<file path="src/shared/tccu_pkg.sv">
// Constants, register map and field layout of the timer compare/capture unit.
// Assumes a plain register port with one-cycle strobes and read data a cycle later.
// Behaviour
// - Run bit zero stops and clears counter
// - Counter wrap raises overflow interrupt
// - Match signal when running counter equals either compare
// - Double buffering off at reset, control bit
// - Running buffered copy on compare one match
// - Stopped counter takes compare writes directly
// - Two-bit field selects capture events
// - Writing zero to capture bit captures
// - Readback snapshots while running, holds when stopped
// - Either comparator match raises match interrupt
// - Matches and captures toggle flop, enabled
// - Flop command: 00 toggle, 01 set, 10 clear
// - Toggle flop drives timer output pin
// - Capture interrupts on each capture latch
// - Enabled DMA request on compare one match or capture
// - Compare one mask suppresses its DMA request
// - Event mode counts external rising edges
// - Pulse mode toggles on both matches
// - Clear-on-match resets counter at compare one
// - Prescaler run bit starts and stops prescaler
package tccu_pkg;

    // ************************************************************
    // Register offsets
    // ************************************************************
    localparam logic [7:0] TCCU_ADDR_ENABLE  = 8'h00;
    localparam logic [7:0] TCCU_ADDR_RUN     = 8'h04;
    localparam logic [7:0] TCCU_ADDR_CTRL    = 8'h08;
    localparam logic [7:0] TCCU_ADDR_MODE    = 8'h0C;
    localparam logic [7:0] TCCU_ADDR_FFCTRL  = 8'h10;
    localparam logic [7:0] TCCU_ADDR_STATUS  = 8'h14;
    localparam logic [7:0] TCCU_ADDR_MASK    = 8'h18;
    localparam logic [7:0] TCCU_ADDR_CMP0    = 8'h1C;
    localparam logic [7:0] TCCU_ADDR_CMP1    = 8'h20;
    localparam logic [7:0] TCCU_ADDR_READBK  = 8'h24;
    localparam logic [7:0] TCCU_ADDR_CAP0    = 8'h28;
    localparam logic [7:0] TCCU_ADDR_CAP1    = 8'h2C;
    localparam logic [7:0] TCCU_ADDR_DMA     = 8'h30;

    // ************************************************************
    // Field positions
    // ************************************************************
    localparam int TCCU_EN_BIT        = 7;
    localparam int TCCU_RUN_CNT_BIT   = 0;
    localparam int TCCU_RUN_PRE_BIT   = 2;
    localparam int TCCU_CR_WBF_BIT    = 7;
    localparam int TCCU_MOD_CLK_LSB   = 0;
    localparam int TCCU_MOD_CLE_BIT   = 3;
    localparam int TCCU_MOD_CPM_LSB   = 4;
    localparam int TCCU_MOD_SWCAP_BIT = 6;
    localparam int TCCU_FF_CMD_LSB    = 0;
    localparam int TCCU_FF_E0T1_BIT   = 2;
    localparam int TCCU_FF_E1T1_BIT   = 3;
    localparam int TCCU_FF_C0T1_BIT   = 4;
    localparam int TCCU_FF_C1T1_BIT   = 5;
    localparam int TCCU_IM_CMP1_BIT   = 1;

    // ************************************************************
    // Reset values and encodings
    // ************************************************************
    localparam logic [2:0] TCCU_CLK_EXTERNAL = 3'h0;
    localparam logic [1:0] TCCU_FF_TOGGLE    = 2'h0;
    localparam logic [1:0] TCCU_FF_SET       = 2'h1;
    localparam logic [1:0] TCCU_FF_CLEAR     = 2'h2;
    localparam logic [1:0] TCCU_CPM_OFF      = 2'h0;
    localparam logic [1:0] TCCU_CPM_RISE     = 2'h1;
    localparam logic [1:0] TCCU_CPM_BOTH     = 2'h2;
    localparam logic [1:0] TCCU_CPM_MATCH    = 2'h3;
    localparam logic [7:0] TCCU_MOD_RESET    = 8'h40;
    localparam logic [7:0] TCCU_FF_RESET     = 8'h03;
    localparam logic [3:0] TCCU_PRE_WIDTH    = 4'h8;

endpackage : tccu_pkg

</file>
<file path="src/logic/tccu_top.sv">
// Timer channel: 16-bit up-counter, two compares, two captures, toggle flop.
// Assumes pin inputs synchronous to clk_sys and a never-waiting register port.
`timescale 1ns/10ps
module tccu_top #(
    parameter int CNT_W = 16
) (
    input  wire logic             clk_sys,
    input  wire logic             arst_n,
    input  wire logic [7:0]       reg_addr,
    input  wire logic [31:0]      reg_wdata,
    input  wire logic             reg_wr,
    input  wire logic             reg_rd,
    output logic      [31:0]      reg_rdata,
    input  wire logic             external_input_pin,
    output logic                  timer_output_pin,
    output logic                  match_detect,
    output logic                  match_overflow_irq,
    output logic                  capture_zero_irq,
    output logic                  capture_one_irq,
    output logic      [2:0]       dma_req
);
    import tccu_pkg::*;

    // Counter must fit the 32-bit read port
    if (CNT_W < 2 || CNT_W > 32) begin : g_cnt_w_check
        $error("CNT_W out of range");
    end

    // ************************************************************
    // Registers
    // ************************************************************
    logic             en_q;
    logic             run_cnt_q;
    logic             run_pre_q;
    logic             wbf_q;
    logic [7:0]       mod_q;
    logic [5:2]       ffen_q;
    logic [1:0]       mask_q;
    logic [2:0]       dmaen_q;
    logic [CNT_W-1:0] cnt_q;
    logic [CNT_W-1:0] rg0_q;
    logic [CNT_W-1:0] rg1_q;
    logic [CNT_W-1:0] buf0_q;
    logic [CNT_W-1:0] buf1_q;
    logic [CNT_W-1:0] cap0_q;
    logic [CNT_W-1:0] cap1_q;
    logic [CNT_W-1:0] snap_q;
    logic [7:0]       pre_q;
    logic             ff_q;
    logic             pin_q;
    logic [2:0]       stat_q;

    logic             wr_en;
    logic             wr_run;
    logic             wr_ctrl;
    logic             wr_mod;
    logic             wr_ff;
    logic             wr_mask;
    logic             wr_cmp0;
    logic             wr_cmp1;
    logic             wr_dma;
    logic             wr_stat;
    logic             running;
    logic             tick;
    logic             pin_rise;
    logic             pin_fall;
    logic             match0;
    logic             match1;
    logic             ovf;
    logic             swcap;
    logic             cap0_ev;
    logic             cap1_ev;
    logic [2:0]       clk_sel;
    logic [1:0]       cpm;

    function automatic logic hit(input logic [7:0] a, input logic [7:0] b);
        hit = (a == b);
    endfunction : hit

    assign wr_en   = reg_wr && hit(reg_addr, TCCU_ADDR_ENABLE);
    assign wr_run  = reg_wr && hit(reg_addr, TCCU_ADDR_RUN);
    assign wr_ctrl = reg_wr && hit(reg_addr, TCCU_ADDR_CTRL);
    assign wr_mod  = reg_wr && hit(reg_addr, TCCU_ADDR_MODE);
    assign wr_ff   = reg_wr && hit(reg_addr, TCCU_ADDR_FFCTRL);
    assign wr_mask = reg_wr && hit(reg_addr, TCCU_ADDR_MASK);
    assign wr_cmp0 = reg_wr && hit(reg_addr, TCCU_ADDR_CMP0);
    assign wr_cmp1 = reg_wr && hit(reg_addr, TCCU_ADDR_CMP1);
    assign wr_dma  = reg_wr && hit(reg_addr, TCCU_ADDR_DMA);
    assign wr_stat = reg_wr && hit(reg_addr, TCCU_ADDR_STATUS);

    assign clk_sel = mod_q[TCCU_MOD_CLK_LSB +: 3];
    assign cpm     = mod_q[TCCU_MOD_CPM_LSB +: 2];
    assign running = en_q && run_cnt_q && run_pre_q;

    // ************************************************************
    // Control registers
    // ************************************************************
    always_ff @(posedge clk_sys or negedge arst_n) begin
        if (!arst_n) begin
            en_q      <= 1'b0;
            run_cnt_q <= 1'b0;
            run_pre_q <= 1'b0;
            wbf_q     <= 1'b0;
            mod_q     <= TCCU_MOD_RESET;
            ffen_q    <= TCCU_FF_RESET[5:2];
            mask_q    <= 2'h0;
            dmaen_q   <= 3'h0;
        end else begin
            if (wr_en) begin
                en_q <= reg_wdata[TCCU_EN_BIT];
            end
            if (wr_run) begin
                run_cnt_q <= reg_wdata[TCCU_RUN_CNT_BIT];
                run_pre_q <= reg_wdata[TCCU_RUN_PRE_BIT];
            end
            if (wr_ctrl) begin
                wbf_q <= reg_wdata[TCCU_CR_WBF_BIT];
            end
            if (wr_mod) begin
                mod_q <= reg_wdata[7:0];
            end
            if (wr_ff) begin
                ffen_q <= reg_wdata[5:2];
            end
            if (wr_mask) begin
                mask_q <= reg_wdata[1:0];
            end
            if (wr_dma) begin
                dmaen_q <= reg_wdata[2:0];
            end
        end
    end

    // ************************************************************
    // Prescaler and count source
    // ************************************************************
    always_ff @(posedge clk_sys or negedge arst_n) begin
        if (!arst_n) begin
            pre_q <= 8'h00;
            pin_q <= 1'b0;
        end else begin
            pin_q <= external_input_pin;
            if (!(en_q && run_pre_q)) begin
                pre_q <= 8'h00;
            end else begin
                pre_q <= pre_q + 8'h01;
            end
        end
    end

    assign pin_rise = external_input_pin && !pin_q;
    assign pin_fall = !external_input_pin && pin_q;

    // Prescaler taps: codes 1..7 divide by 1,4,16,32,64,128,256
    always_comb begin
        tick = 1'b0;
        unique case (clk_sel)
            TCCU_CLK_EXTERNAL: tick = pin_rise;
            3'h1:              tick = 1'b1;
            3'h2:              tick = (pre_q[1:0] == 2'h3);
            3'h3:              tick = (pre_q[3:0] == 4'hF);
            3'h4:              tick = (pre_q[4:0] == 5'h1F);
            3'h5:              tick = (pre_q[5:0] == 6'h3F);
            3'h6:              tick = (pre_q[6:0] == 7'h7F);
            3'h7:              tick = (pre_q == 8'hFF);
        endcase
    end

    // ************************************************************
    // Up-counter and comparators
    // ************************************************************
    // equality match detect
    assign match0       = running && (cnt_q == rg0_q);
    assign match1       = running && (cnt_q == rg1_q);
    assign match_detect = match0 || match1;
    assign ovf = running && tick && (cnt_q == {CNT_W{1'b1}});

    always_ff @(posedge clk_sys or negedge arst_n) begin
        if (!arst_n) begin
            cnt_q <= '0;
        end else if (!run_cnt_q || !en_q) begin
            cnt_q <= '0;
        end else if (running && tick) begin
            if (mod_q[TCCU_MOD_CLE_BIT] && (cnt_q == rg1_q)) begin
                cnt_q <= '0;
            end else begin
                cnt_q <= cnt_q + 1'b1;
            end
        end
    end

    // ************************************************************
    // Compare registers with double buffer
    // ************************************************************
    always_ff @(posedge clk_sys or negedge arst_n) begin
        if (!arst_n) begin
            rg0_q  <= '0;
            rg1_q  <= '1;
            buf0_q <= '0;
            buf1_q <= '1;
        end else begin
            if (wr_cmp0) begin
                buf0_q <= reg_wdata[CNT_W-1:0];
            end
            if (wr_cmp1) begin
                buf1_q <= reg_wdata[CNT_W-1:0];
            end
            if (!wbf_q || !running) begin
                if (wr_cmp0) begin
                    rg0_q <= reg_wdata[CNT_W-1:0];
                end
                if (wr_cmp1) begin
                    rg1_q <= reg_wdata[CNT_W-1:0];
                end
            end else if (match1 && tick) begin
                rg0_q <= buf0_q;
                rg1_q <= buf1_q;
            end
        end
    end

    // ************************************************************
    // Capture
    // ************************************************************
    // software capture on zero write
    assign swcap = wr_mod && !reg_wdata[TCCU_MOD_SWCAP_BIT];

    always_comb begin
        cap0_ev = swcap;
        cap1_ev = 1'b0;
        unique case (cpm)
            TCCU_CPM_OFF: begin
            end
            TCCU_CPM_RISE: begin
                cap0_ev = swcap || (running && pin_rise);
            end
            TCCU_CPM_BOTH: begin
                cap0_ev = swcap || (running && pin_rise);
                cap1_ev = running && pin_fall;
            end
            TCCU_CPM_MATCH: begin
                cap0_ev = swcap || (match1 && tick);
                cap1_ev = match0 && tick;
            end
        endcase
    end

    always_ff @(posedge clk_sys or negedge arst_n) begin
        if (!arst_n) begin
            cap0_q <= '0;
            cap1_q <= '0;
        end else begin
            if (cap0_ev) begin
                cap0_q <= cnt_q;
            end
            if (cap1_ev) begin
                cap1_q <= cnt_q;
            end
        end
    end

    always_ff @(posedge clk_sys or negedge arst_n) begin
        if (!arst_n) begin
            snap_q <= '0;
        end else if (reg_rd && hit(reg_addr, TCCU_ADDR_READBK) && running) begin
            snap_q <= cnt_q;
        end
    end

    // ************************************************************
    // Timer toggle flop
    // ************************************************************
    logic ff_toggle;
    assign ff_toggle = (ffen_q[TCCU_FF_E0T1_BIT] && match0 && tick)
                    || (ffen_q[TCCU_FF_E1T1_BIT] && match1 && tick)
                    || (ffen_q[TCCU_FF_C0T1_BIT] && cap0_ev)
                    || (ffen_q[TCCU_FF_C1T1_BIT] && cap1_ev);

    always_ff @(posedge clk_sys or negedge arst_n) begin
        if (!arst_n) begin
            ff_q <= 1'b0;
        end else if (wr_ff) begin
            unique case (reg_wdata[TCCU_FF_CMD_LSB +: 2])
                TCCU_FF_TOGGLE: ff_q <= !ff_q;
                TCCU_FF_SET:    ff_q <= 1'b1;
                TCCU_FF_CLEAR:  ff_q <= 1'b0;
                default:        ff_q <= ff_toggle ? !ff_q : ff_q;
            endcase
        end else if (ff_toggle) begin
            ff_q <= !ff_q;
        end
    end

    assign timer_output_pin = ff_q;

    // ************************************************************
    // Interrupts, status and DMA
    // ************************************************************
    logic match_ev;
    assign match_ev = (match0 || match1) && tick;

    always_ff @(posedge clk_sys or negedge arst_n) begin
        if (!arst_n) begin
            match_overflow_irq <= 1'b0;
            capture_zero_irq   <= 1'b0;
            capture_one_irq    <= 1'b0;
            dma_req            <= 3'h0;
            stat_q             <= 3'h0;
        end else begin
            match_overflow_irq <= match_ev || ovf;
            capture_zero_irq   <= cap0_ev;
            capture_one_irq    <= cap1_ev;
            dma_req[0] <= dmaen_q[0] && cap0_ev;
            dma_req[1] <= dmaen_q[1] && cap1_ev;
            dma_req[2] <= dmaen_q[2] && match1 && tick && !mask_q[TCCU_IM_CMP1_BIT];
            // Set wins over write-one clear
            stat_q <= (stat_q & ~(wr_stat ? reg_wdata[2:0] : 3'h0))
                    | {ovf, cap0_ev || cap1_ev, match_ev};
        end
    end

    // ************************************************************
    // Read port
    // ************************************************************
    always_ff @(posedge clk_sys or negedge arst_n) begin
        if (!arst_n) begin
            reg_rdata <= 32'h0000_0000;
        end else if (reg_rd) begin
            reg_rdata <= 32'h0000_0000;
            unique case (reg_addr)
                TCCU_ADDR_ENABLE: reg_rdata[TCCU_EN_BIT] <= en_q;
                TCCU_ADDR_RUN: begin
                    reg_rdata[TCCU_RUN_CNT_BIT] <= run_cnt_q;
                    reg_rdata[TCCU_RUN_PRE_BIT] <= run_pre_q;
                end
                TCCU_ADDR_CTRL:   reg_rdata[TCCU_CR_WBF_BIT] <= wbf_q;
                TCCU_ADDR_MODE:   reg_rdata[7:0] <= mod_q;
                TCCU_ADDR_FFCTRL: reg_rdata[7:0] <= {2'h0, ffen_q, 2'h3};
                TCCU_ADDR_STATUS: reg_rdata[2:0] <= stat_q;
                TCCU_ADDR_MASK:   reg_rdata[1:0] <= mask_q;
                TCCU_ADDR_CMP0:   reg_rdata[CNT_W-1:0] <= rg0_q;
                TCCU_ADDR_CMP1:   reg_rdata[CNT_W-1:0] <= rg1_q;
                TCCU_ADDR_READBK: reg_rdata[CNT_W-1:0] <= running ? cnt_q : snap_q;
                TCCU_ADDR_CAP0:   reg_rdata[CNT_W-1:0] <= cap0_q;
                TCCU_ADDR_CAP1:   reg_rdata[CNT_W-1:0] <= cap1_q;
                TCCU_ADDR_DMA:    reg_rdata[2:0] <= dmaen_q;
                default:          reg_rdata <= 32'h0000_0000;
            endcase
        end else begin
            reg_rdata <= 32'h0000_0000;
        end
    end

endmodule : tccu_top

</file>
<file path="config.mk">
export PLATFORM = sky130hd
export DESIGN_NAME = tccu_top
export DESIGN_NICKNAME = d
export VERILOG_FILES = /design/src/shared/tccu_pkg.sv /design/src/logic/tccu_top.sv
export SDC_FILE = /design/constraint.sdc
export NUM_CORES = 1
export LEC_CHECK = 0
export ABC_AREA = 1
export BUFFER_PORTS_ARGS = -buffer_cell sky130_fd_sc_hd__buf_4
export CORE_MARGIN = 10
export CORE_UTILIZATION = 60
export DETAILED_ROUTE_END_ITERATION = 12
export PLACE_DENSITY = 0.81
export SLEW_MARGIN = 20
export SYNTH_ARGS = -nofsm -noshare
export SYNTH_HDL_FRONTEND = slang
export SYNTH_SLANG_ARGS = --single-unit
</file>
<file path="constraint.sdc">
create_clock -name clk_sys -period 2.55 [get_ports clk_sys]
set_clock_uncertainty 0.05 [all_clocks]
set_input_delay 0 -clock clk_sys [delete_from_list [all_inputs] [get_ports clk_sys]]
set_output_delay 0 -clock clk_sys [all_outputs]
set_load 0.02 [all_outputs]
</file>
==> results of run 1 <==
state kept, by name (all words and copies together), names as in the netlist, 2 cells and up:
signal / cells
dmaen_q: 3
buf0_q: 16
mask_q: 2
snap_q: 16
ffen_q: 4
reg_rdata: 16
rg1_q: 16
mod_q: 8
dma_req: 3
rg0_q: 16
cnt_q: 16
cap1_q: 16
cap0_q: 16
stat_q: 3
buf1_q: 16
pre_q: 8
where the power goes:
part | total, mW | switching, mW | internal, mW
Clock | 2.67 | 1.16 | 1.51
Sequential | 3.31 | 0.161 | 3.15
Combinational | 0.584 | 0.358 | 0.226
Total | 6.57 | 1.68 | 4.88
final cells by class:
class | instances | share of cell area, %
Timing Repair Buffer | 107 | 8.87
Clock inverter | 12 | 1.34
Tap cell | 184 | 2.19
Inverter | 132 | 4.70
Multi-Input combinational cell | 765 | 34.5
Sequential cell | 184 | 44.1
Clock buffer | 19 | 4.30
logic make-up after synthesis:
kind of cell / count (synthesis) / share of synthesized area, %
buffers and inverters: 190 / 8.81
AO/OA/AOI/OAI: 243 / 15.2
AND/OR/NAND/NOR: 493 / 22.9
adder cells (fa/ha/maj): 3 / 0.417
flip-flops: 184 / 51.6
other: 1 / 0.0417
XOR/XNOR: 10 / 0.973
placed cells by master (no fill, tap or decap), drive strengths merged, types with 8 or more instances in the layout:
cell	instances
a21oi	23
a221oi	12
a31oi	35
buf	84
clkbuf	19
conb	16
dfrtp	151
dfstp	33
dlygate4sd3	23
inv	135
nand2	299
nand3	73
nand4	8
nor2	92
nor3	16
o21ai	149
o22ai	10
what timing repair did:
action / CTS / global route
setup endpoints to repair: 0 / 20
buffers inserted: 0 / 2
endpoints found under the hold margin: 168 / 0
hold buffers: 23 / 0
gates resized for setup: 0 / 5
metrics by stage:
| stage | total power, mW | setup slack (ns) | std cells | TNS [ns] |
|---|---|---|---|---|
| after floorplan | 3.66 | 0.438 | 1139 | 0 |
| after global placement | 3.87 | 0.212 | 1347 | 0 |
| after detailed placement | 3.89 | 0.120 | 1347 | 0 |
| after CTS | 6.56 | 0.116 | 1401 | 0 |
| after global routing | 6.82 | -0.0272 | 1403 | -0.113 |
| final | 6.57 | 0.115 | 1403 | 0 |
tightest hold or removal path, stage by stage:
cell	delay, ns
sky130_fd_sc_hd__buf_4	0.10
sky130_fd_sc_hd__nor3_2	0.04
sky130_fd_sc_hd__buf_4	0.15
sky130_fd_sc_hd__nand3_1	0.08
sky130_fd_sc_hd__o21ai_0	0.09
layer usage:
layer  share of wire, %  routed length [um]  track usage [%]
met1                 43               10700             35.3
met2                 45               11300             38.5
met3                9.4                2340             5.01
met4                2.7                 675             9.72
met5                  0                   0                0
final timing paths:
path / to / slack (ns) / cells after the start / start
max: match_detect / 0.12 / 11 / cnt_q[2]
min: en_q / 0.007 / 5 / reg_addr[2]
max reg2reg: cap1_q[15] / 0.14 / 15 / pre_q[0]
min reg2reg: pre_q[0] / 0.42 / 1 / pre_q[0]
max in group asynchronous: cnt_q[14] / 1.50 / 3 / arst_n
min in group asynchronous: pre_q[5] / 0.10 / 2 / arst_n
==> impl_results.html, run 1 <==
<table>
<tr><th>Metric</th><th>Value</th></tr>
<tr><th colspan="2">Timing</th></tr>
<tr><td>Smallest hold slack</td><td>0.00688 ns</td></tr>
<tr><td>Setup violations, final</td><td>0</td></tr>
<tr><td>Final clock period utilization by the worst path</td><td>95.5%</td></tr>
<tr><td>Transition time of the tightest slew-check pin</td><td>0.911 ns</td></tr>
<tr><td>Shortest clock period the worst path allows after layout</td><td>around 2.4 ns</td></tr>
<tr><td>Number of max-slew violations in the final report</td><td>0</td></tr>
<tr><td>Maximum clock frequency</td><td>~400 MHz</td></tr>
<tr><td>Final number of hold-violating endpoints</td><td>0</td></tr>
<tr><td>Slew margin rel.</td><td>39.2%</td></tr>
<tr><th colspan="2">CTS</th></tr>
<tr><td>Number of buffers created by CTS</td><td>17</td></tr>
<tr><td>CTS tree</td><td>built</td></tr>
<tr><td>Clk Tree Root Cell</td><td>sky130_fd_sc_hd__clkbuf_16</td></tr>
<tr><td>Clock transition time at the flip-flop clock pins of the worst setup and hold paths</td><td>around 0.07 ns</td></tr>
<tr><td>CTS HTree Levels</td><td>4</td></tr>
<tr><td>Maximum count of clock buffers along a single path</td><td>2</td></tr>
<tr><td>Insertion delay to the later sink of the worst-skew pair</td><td>0.44 ns</td></tr>
<tr><td>Clock sink count</td><td>184</td></tr>
<tr><th colspan="2">Finish</th></tr>
<tr><td>Diode count</td><td>0</td></tr>
<tr><td>Final core utilization</td><td>71.9%</td></tr>
<tr><td>Multi-input gate area</td><td>between 3000 and 4000 um^2</td></tr>
<tr><td>Share of final-layout standard cells stronger than drive strength 1</td><td>14.0%</td></tr>
<tr><td>Register area</td><td>around 4600 um^2</td></tr>
<tr><td>P&amp;R area growth vs syn</td><td>17.0%</td></tr>
<tr><td>Post-layout nets</td><td>1255</td></tr>
<tr><td>Filler cell count</td><td>1161</td></tr>
<tr><td>Layout Cell Area excl Fill</td><td>~11000 um^2</td></tr>
<tr><th colspan="2">Power</th></tr>
<tr><td>Leakage power of the design</td><td>~5 nW</td></tr>
<tr><td>Pwr/cell area</td><td>624 nW/um^2</td></tr>
<tr><td>Worst IR drop on VDD</td><td>0.000509 V</td></tr>
<tr><th colspan="2">Synth</th></tr>
<tr><td>Yosys top cell area share</td><td>42.0%</td></tr>
<tr><td>Average instance area after synthesis</td><td>between 8 and 9 um^2</td></tr>
<tr><td>Post-synth ARST share</td><td>between 90% and 100%</td></tr>
<tr><td>Synthesized cell area</td><td>around 9000 um^2</td></tr>
<tr><td>Dominant cell type by area after synthesis</td><td>sky130_fd_sc_hd__dfrtp_1</td></tr>
<tr><td>Share of synthesized area occupied by flip-flops and latches</td><td>51.6%</td></tr>
<tr><td>Most common cell in the netlist</td><td>sky130_fd_sc_hd__nand2_1</td></tr>
<tr><td>Top flip-flop cell by instance count after synthesis</td><td>sky130_fd_sc_hd__dfrtp_1</td></tr>
<tr><td>Yosys warnings</td><td>0</td></tr>
<tr><td>Seq cells post-synth</td><td>184</td></tr>
<tr><td>Yosys cell types</td><td>41</td></tr>
<tr><td>Post-Synthesis Cells</td><td>1124</td></tr>
<tr><td>Top cells by instance count after synthesis</td><td>295 x sky130_fd_sc_hd__nand2_1, 151 x sky130_fd_sc_hd__dfrtp_1, 143 x sky130_fd_sc_hd__o21ai_0, 125 x sky130_fd_sc_hd__inv_1, 86 x sky130_fd_sc_hd__nor2_1</td></tr>
<tr><td>Number of flops mapped to enable cells by yosys</td><td>0</td></tr>
<tr><td>Dominant cells by area after synthesis</td><td>sky130_fd_sc_hd__dfrtp_1 42%, sky130_fd_sc_hd__nand2_1 12%, sky130_fd_sc_hd__dfstp_2 9.6%</td></tr>
<tr><th colspan="2">Critical path</th></tr>
<tr><td>Data required time at the worst endpoint</td><td>2.50 ns</td></tr>
<tr><td>Category of cells accounting for the largest share of critical-path delay</td><td>simple AND/OR/NAND/NOR gates</td></tr>
<tr><td>Crit Path Max Fanout</td><td>7</td></tr>
<tr><td>Maximum cell stage delay along the critical path</td><td>0.47 ns</td></tr>
<tr><td>Cell type with the highest occurrence count on the critical path</td><td>sky130_fd_sc_hd__nand2_1</td></tr>
<tr><td>Total buffers and inverters traversed by the critical path</td><td>3</td></tr>
<tr><td>Nature of the critical path endpoint</td><td>output port</td></tr>
<tr><td>Setup crit start kind</td><td>register</td></tr>
<tr><td>CP cell instances</td><td>inv_1, nand2_1, nand2_1, nor2_1, nand2_1, nor2_1, nand2_1, nor2_2, inv_1, o21ai_0, buf_4</td></tr>
<tr><td>WS Path Type</td><td>reg2out</td></tr>
<tr><td>Arrival time at the worst endpoint</td><td>2.38 ns</td></tr>
<tr><td>Slowest cell on crit path</td><td>sky130_fd_sc_hd__dfrtp_1</td></tr>
<tr><th colspan="2">Hold path</th></tr>
<tr><td>Kind of path behind the tightest hold check</td><td>in2reg</td></tr>
<tr><th colspan="2">Placed design</th></tr>
<tr><td>Total half-perimeter wirelength after legalization and detailed placement</td><td>17.8 mm</td></tr>
<tr><td>Port Buffer Count</td><td>52</td></tr>
<tr><td>GPL Wtd Cong</td><td>around 0.98</td></tr>
<tr><td>Dpl cell area</td><td>9670 um^2</td></tr>
<tr><th colspan="2">Route</th></tr>
<tr><td>Detailed Route WL</td><td>25.1 mm</td></tr>
<tr><td>First-pass iteration count of the detailed router</td><td>6</td></tr>
<tr><td>Vias/cell</td><td>5.81</td></tr>
<tr><td>Detailed Route Iter0 Violations</td><td>827</td></tr>
<tr><td>Number of routed nets with antenna violations</td><td>0</td></tr>
<tr><td>WL per Instance</td><td>17.9 um</td></tr>
<tr><td>DR vias</td><td>8147</td></tr>
<tr><td>Remaining routing DRC violations</td><td>0</td></tr>
<tr><th colspan="2">Floorplan</th></tr>
<tr><td>DIE AREA</td><td>a little over 20000 um^2</td></tr>
<tr><td>Width of the chip</td><td>142 um</td></tr>
<tr><td>Chip Height</td><td>around 140 um</td></tr>
<tr><td>Row count</td><td>44</td></tr>
<tr><td>Area of the core</td><td>14600 um^2</td></tr>
<tr><td>Initial Utilization</td><td>61.5%</td></tr>
<tr><td>Io pins</td><td>85</td></tr>
<tr><th colspan="2">Run status</th></tr>
<tr><td>Result of the run</td><td>completed</td></tr>
<tr><th colspan="2">GRT</th></tr>
<tr><td>Total gr overflow</td><td>0</td></tr>
<tr><td>GRT Overall Usage</td><td>25.4%</td></tr>
<tr><td>Wire length of the first global-routing pass</td><td>40.5 mm</td></tr>
<tr><td>Pin count of the biggest net entering global routing</td><td>77</td></tr>
<tr><td>Vias in the first global route</td><td>7726</td></tr>
<tr><td>Initial antenna violation count</td><td>0</td></tr>
<tr><th colspan="2">Run</th></tr>
<tr><td>Number of max-cap violations</td><td>0</td></tr>
</table>
(Power assumes the default switching activity.)
==> run 2, diff against run 1 <==
--- a/config.mk
+++ b/config.mk
@@ -11,6 +11,7 @@
 export CORE_UTILIZATION = 60
 export DETAILED_ROUTE_END_ITERATION = 12
 export PLACE_DENSITY = 0.81
+export REMOVE_ABC_BUFFERS = 1
 export SLEW_MARGIN = 20
 export SYNTH_ARGS = -nofsm -noshare
 export SYNTH_HDL_FRONTEND = slang
==> impl_results.html, run 2 (synthesized netlist as in run 1, its figures left out) <==
<table>
<tr><th>Metric</th><th>Value</th></tr>
<tr><th colspan="2">Placed design</th></tr>
<tr><td>Total half-perimeter wirelength after legalization and detailed placement</td><td>18.0 mm (was 17.8 mm)</td></tr>
<tr><td>GPL Wtd Cong</td><td>0.983 (was 0.982)</td></tr>
<tr><td>Place WS</td><td>0.202 ns (was 0.120 ns)</td></tr>
<tr><td>Total placed cells including tap cells</td><td>1350 (was 1347)</td></tr>
<tr><td>Port Buffer Count</td><td>52 (unchanged)</td></tr>
<tr><th colspan="2">Route</th></tr>
<tr><td>WL per Instance</td><td>18.2 um (was 17.9 um)</td></tr>
<tr><td>Detailed Route Iter0 Violations</td><td>1152 (was 827)</td></tr>
<tr><td>Number of routed nets with antenna violations</td><td>0 (unchanged)</td></tr>
<tr><td>Vias/cell</td><td>5.83 (was 5.81)</td></tr>
<tr><td>Remaining routing DRC violations</td><td>0 (unchanged)</td></tr>
<tr><td>DR vias</td><td>8196 (was 8147)</td></tr>
<tr><td>First-pass iteration count of the detailed router</td><td>6 (unchanged)</td></tr>
<tr><td>Detailed Route WL</td><td>25.7 mm (was 25.1 mm)</td></tr>
<tr><th colspan="2">Critical path</th></tr>
<tr><td>Data required time at the worst endpoint</td><td>2.50 ns (about the same)</td></tr>
<tr><td>Reg2reg setup slack</td><td>0.21 ns (was 0.14 ns)</td></tr>
<tr><td>R2r endpoint</td><td>timer_output_pin (was cap1_q[15])</td></tr>
<tr><td>WS Path Type</td><td>reg2out (unchanged)</td></tr>
<tr><td>Setup crit start kind</td><td>register (unchanged)</td></tr>
<tr><td>Reg2reg start</td><td>pre_q[0] (unchanged)</td></tr>
<tr><td>Nature of the critical path endpoint</td><td>output port (unchanged)</td></tr>
<tr><td>Crit Path Max Fanout</td><td>6 (was 7)</td></tr>
<tr><td>Arrival time at the worst endpoint</td><td>2.29 ns (was 2.38 ns)</td></tr>
<tr><td>FF-to-FF path depth</td><td>16 (was 15)</td></tr>
<tr><th colspan="2">Finish</th></tr>
<tr><td>Post-layout nets</td><td>1258 (was 1255)</td></tr>
<tr><td>Leading cell type in the layout, fill and taps excluded</td><td>sky130_fd_sc_hd__nand2_1 (unchanged)</td></tr>
<tr><td>Diode count</td><td>0 (unchanged)</td></tr>
<tr><td>Final core utilization</td><td>72.2% (was 71.9%)</td></tr>
<tr><td>Top library cells by usage in the layout, fill and taps aside</td><td>295 x sky130_fd_sc_hd__nand2_1, 150 x sky130_fd_sc_hd__dfrtp_1, 143 x sky130_fd_sc_hd__o21ai_0, 122 x sky130_fd_sc_hd__inv_1, 86 x sky130_fd_sc_hd__nor2_1 (was 295 x sky130_fd_sc_hd__nand2_1, 150 x sky130_fd_sc_hd__dfrtp_1, 143 x sky130_fd_sc_hd__o21ai_0, 125 x sky130_fd_sc_hd__inv_1, 86 x sky130_fd_sc_hd__nor2_1)</td></tr>
<tr><td>P&amp;R area growth vs syn</td><td>17.4% (was 17.0%)</td></tr>
<tr><td>Share of final-layout standard cells stronger than drive strength 1</td><td>14.2% (was 14.0%)</td></tr>
<tr><td>Number of standard cells in the final layout excluding fillers</td><td>1407 (was 1403)</td></tr>
<tr><th colspan="2">Timing</th></tr>
<tr><td>Maximum clock frequency</td><td>427 MHz (was 411 MHz)</td></tr>
<tr><td>Transition time of the tightest slew-check pin</td><td>0.895 ns (was 0.911 ns)</td></tr>
<tr><td>Slew margin rel.</td><td>40.3% (was 39.2%)</td></tr>
<tr><td>Smallest hold slack</td><td>0.0267 ns (was 0.00688 ns)</td></tr>
<tr><td>Setup violations, final</td><td>0 (unchanged)</td></tr>
<tr><td>Final number of hold-violating endpoints</td><td>0 (unchanged)</td></tr>
<tr><td>Final clock period utilization by the worst path</td><td>91.8% (was 95.5%)</td></tr>
<tr><td>Worst setup margin</td><td>0.208 ns (was 0.115 ns)</td></tr>
<tr><td>Number of max-slew violations in the final report</td><td>0 (unchanged)</td></tr>
<tr><td>Shortest clock period the worst path allows after layout</td><td>2.34 ns (was 2.43 ns)</td></tr>
<tr><th colspan="2">CTS</th></tr>
<tr><td>Clk Tree Root Cell</td><td>sky130_fd_sc_hd__clkbuf_16 (unchanged)</td></tr>
<tr><td>Number of buffers created by CTS</td><td>17 (unchanged)</td></tr>
<tr><td>Maximum count of clock buffers along a single path</td><td>2 (unchanged)</td></tr>
<tr><td>CTS HTree Levels</td><td>4 (unchanged)</td></tr>
<tr><td>Clock transition time at the flip-flop clock pins of the worst setup and hold paths</td><td>0.07 ns (about the same)</td></tr>
<tr><td>CTS tree</td><td>built (unchanged)</td></tr>
<tr><td>Insertion delay to the later sink of the worst-skew pair</td><td>0.45 ns (was 0.44 ns)</td></tr>
<tr><td>Clock sink count</td><td>184 (unchanged)</td></tr>
<tr><th colspan="2">GRT</th></tr>
<tr><td>Wire length of the first global-routing pass</td><td>40.9 mm (was 40.5 mm)</td></tr>
<tr><td>GRT Overall Usage</td><td>25.8% (was 25.4%)</td></tr>
<tr><td>Initial antenna violation count</td><td>0 (unchanged)</td></tr>
<tr><td>Total gr overflow</td><td>0 (unchanged)</td></tr>
<tr><td>Vias in the first global route</td><td>7796 (was 7726)</td></tr>
<tr><td>Pin count of the biggest net entering global routing</td><td>62 (was 77)</td></tr>
<tr><th colspan="2">Floorplan</th></tr>
<tr><td>Row count</td><td>44 (unchanged)</td></tr>
<tr><td>Chip Height</td><td>142 um (unchanged)</td></tr>
<tr><td>Area of the core</td><td>14600 um^2 (unchanged)</td></tr>
<tr><td>Initial Utilization</td><td>61.5% (unchanged)</td></tr>
<tr><td>DIE AREA</td><td>20300 um^2 (unchanged)</td></tr>
<tr><td>Io pins</td><td>85 (unchanged)</td></tr>
<tr><td>Width of the chip</td><td>142 um (unchanged)</td></tr>
<tr><th colspan="2">Run</th></tr>
<tr><td>Number of max-cap violations</td><td>0 (unchanged)</td></tr>
<tr><th colspan="2">Power</th></tr>
<tr><td>Leakage power of the design</td><td>4.90 nW (was 4.88 nW)</td></tr>
<tr><td>Overall power after layout</td><td>6.65 mW (was 6.57 mW)</td></tr>
<tr><td>Pwr/cell area</td><td>629 nW/um^2 (was 624 nW/um^2)</td></tr>
<tr><td>Worst IR drop on VDD</td><td>0.000535 V (was 0.000509 V)</td></tr>
<tr><th colspan="2">Hold path</th></tr>
<tr><td>Kind of path behind the tightest hold check</td><td>in2async (was in2reg)</td></tr>
<tr><th colspan="2">Run status</th></tr>
<tr><td>Result of the run</td><td>completed (unchanged)</td></tr>
</table>
-- run 2: worst max-delay path by stage --
stage          slack (ns)                to  startpoint  cells past startpoint
2_1_floorplan       -0.63          rg1_q[0]        en_q                      8
3_3_place_gp         0.28  timer_output_pin    pre_q[0]                     16
3_5_place_dp         0.20  timer_output_pin    pre_q[0]                     16
6_report             0.21      match_detect   cnt_q[15]                     11
4_1_cts              0.15         rg0_q[12]    pre_q[0]                     13
5_1_grt            -0.008  timer_output_pin    pre_q[0]                     16
-- run 2: timing repair --
action	CTS	global route
hold endpoints to repair	252	0
hold buffers	25	0
gates resized for setup	0	8
setup buffers	0	0
endpoints found under the setup margin	0	32
-- run 2: power breakdown --
group	switching (mW)	total (mW)	leakage, nW	internal (mW)
combinational	0.365	0.589	2.28	0.224
sequential	0.166	3.32	2.32	3.15
clock	1.16	2.74	0.292	1.58
total	1.69	6.65	4.90	4.96
-- run 2: cell type report --
class / instances / area [um^2]
Tap cell: 184 / 230
Inverter: 132 / 495
Clock buffer: 20 / 447
Sequential cell: 184 / 4650
Multi-Input combinational cell: 765 / 3640
Clock inverter: 12 / 163
Timing Repair Buffer: 110 / 945
Fill cell: 1151 / 4080
-- run 2: worst max-delay path, stage by stage (launching register included) --
cell and delay [ns]:
sky130_fd_sc_hd__dfrtp_1 0.49, sky130_fd_sc_hd__inv_1 0.17, sky130_fd_sc_hd__nand2_1 0.09, sky130_fd_sc_hd__nand2_1 0.05, sky130_fd_sc_hd__nor2_1 0.10, sky130_fd_sc_hd__nand2_1 0.09
sky130_fd_sc_hd__nor2_1 0.12, sky130_fd_sc_hd__nand2_1 0.10, sky130_fd_sc_hd__nor2_4 0.17, sky130_fd_sc_hd__inv_1 0.09, sky130_fd_sc_hd__o21ai_0 0.16, sky130_fd_sc_hd__buf_4 0.22
-- run 2: metrics by stage --
stage	setup TNS (ns)	cell area, um^2
after global routing	-0.00821	10600
final	0	10600
after global placement	0	9690
after floorplan	-28.83	8760
after CTS	0	10500
after detailed placement	0	9690
-- run 2: routing by layer --
metal	vias up	GRT usage, %	routed length [um]
li1	3827	-	-
met1	3867	33.9	10600
met2	450	40.5	11900
met3	52	6.48	2540
met4	0	9.66	595
met5	-	0	0
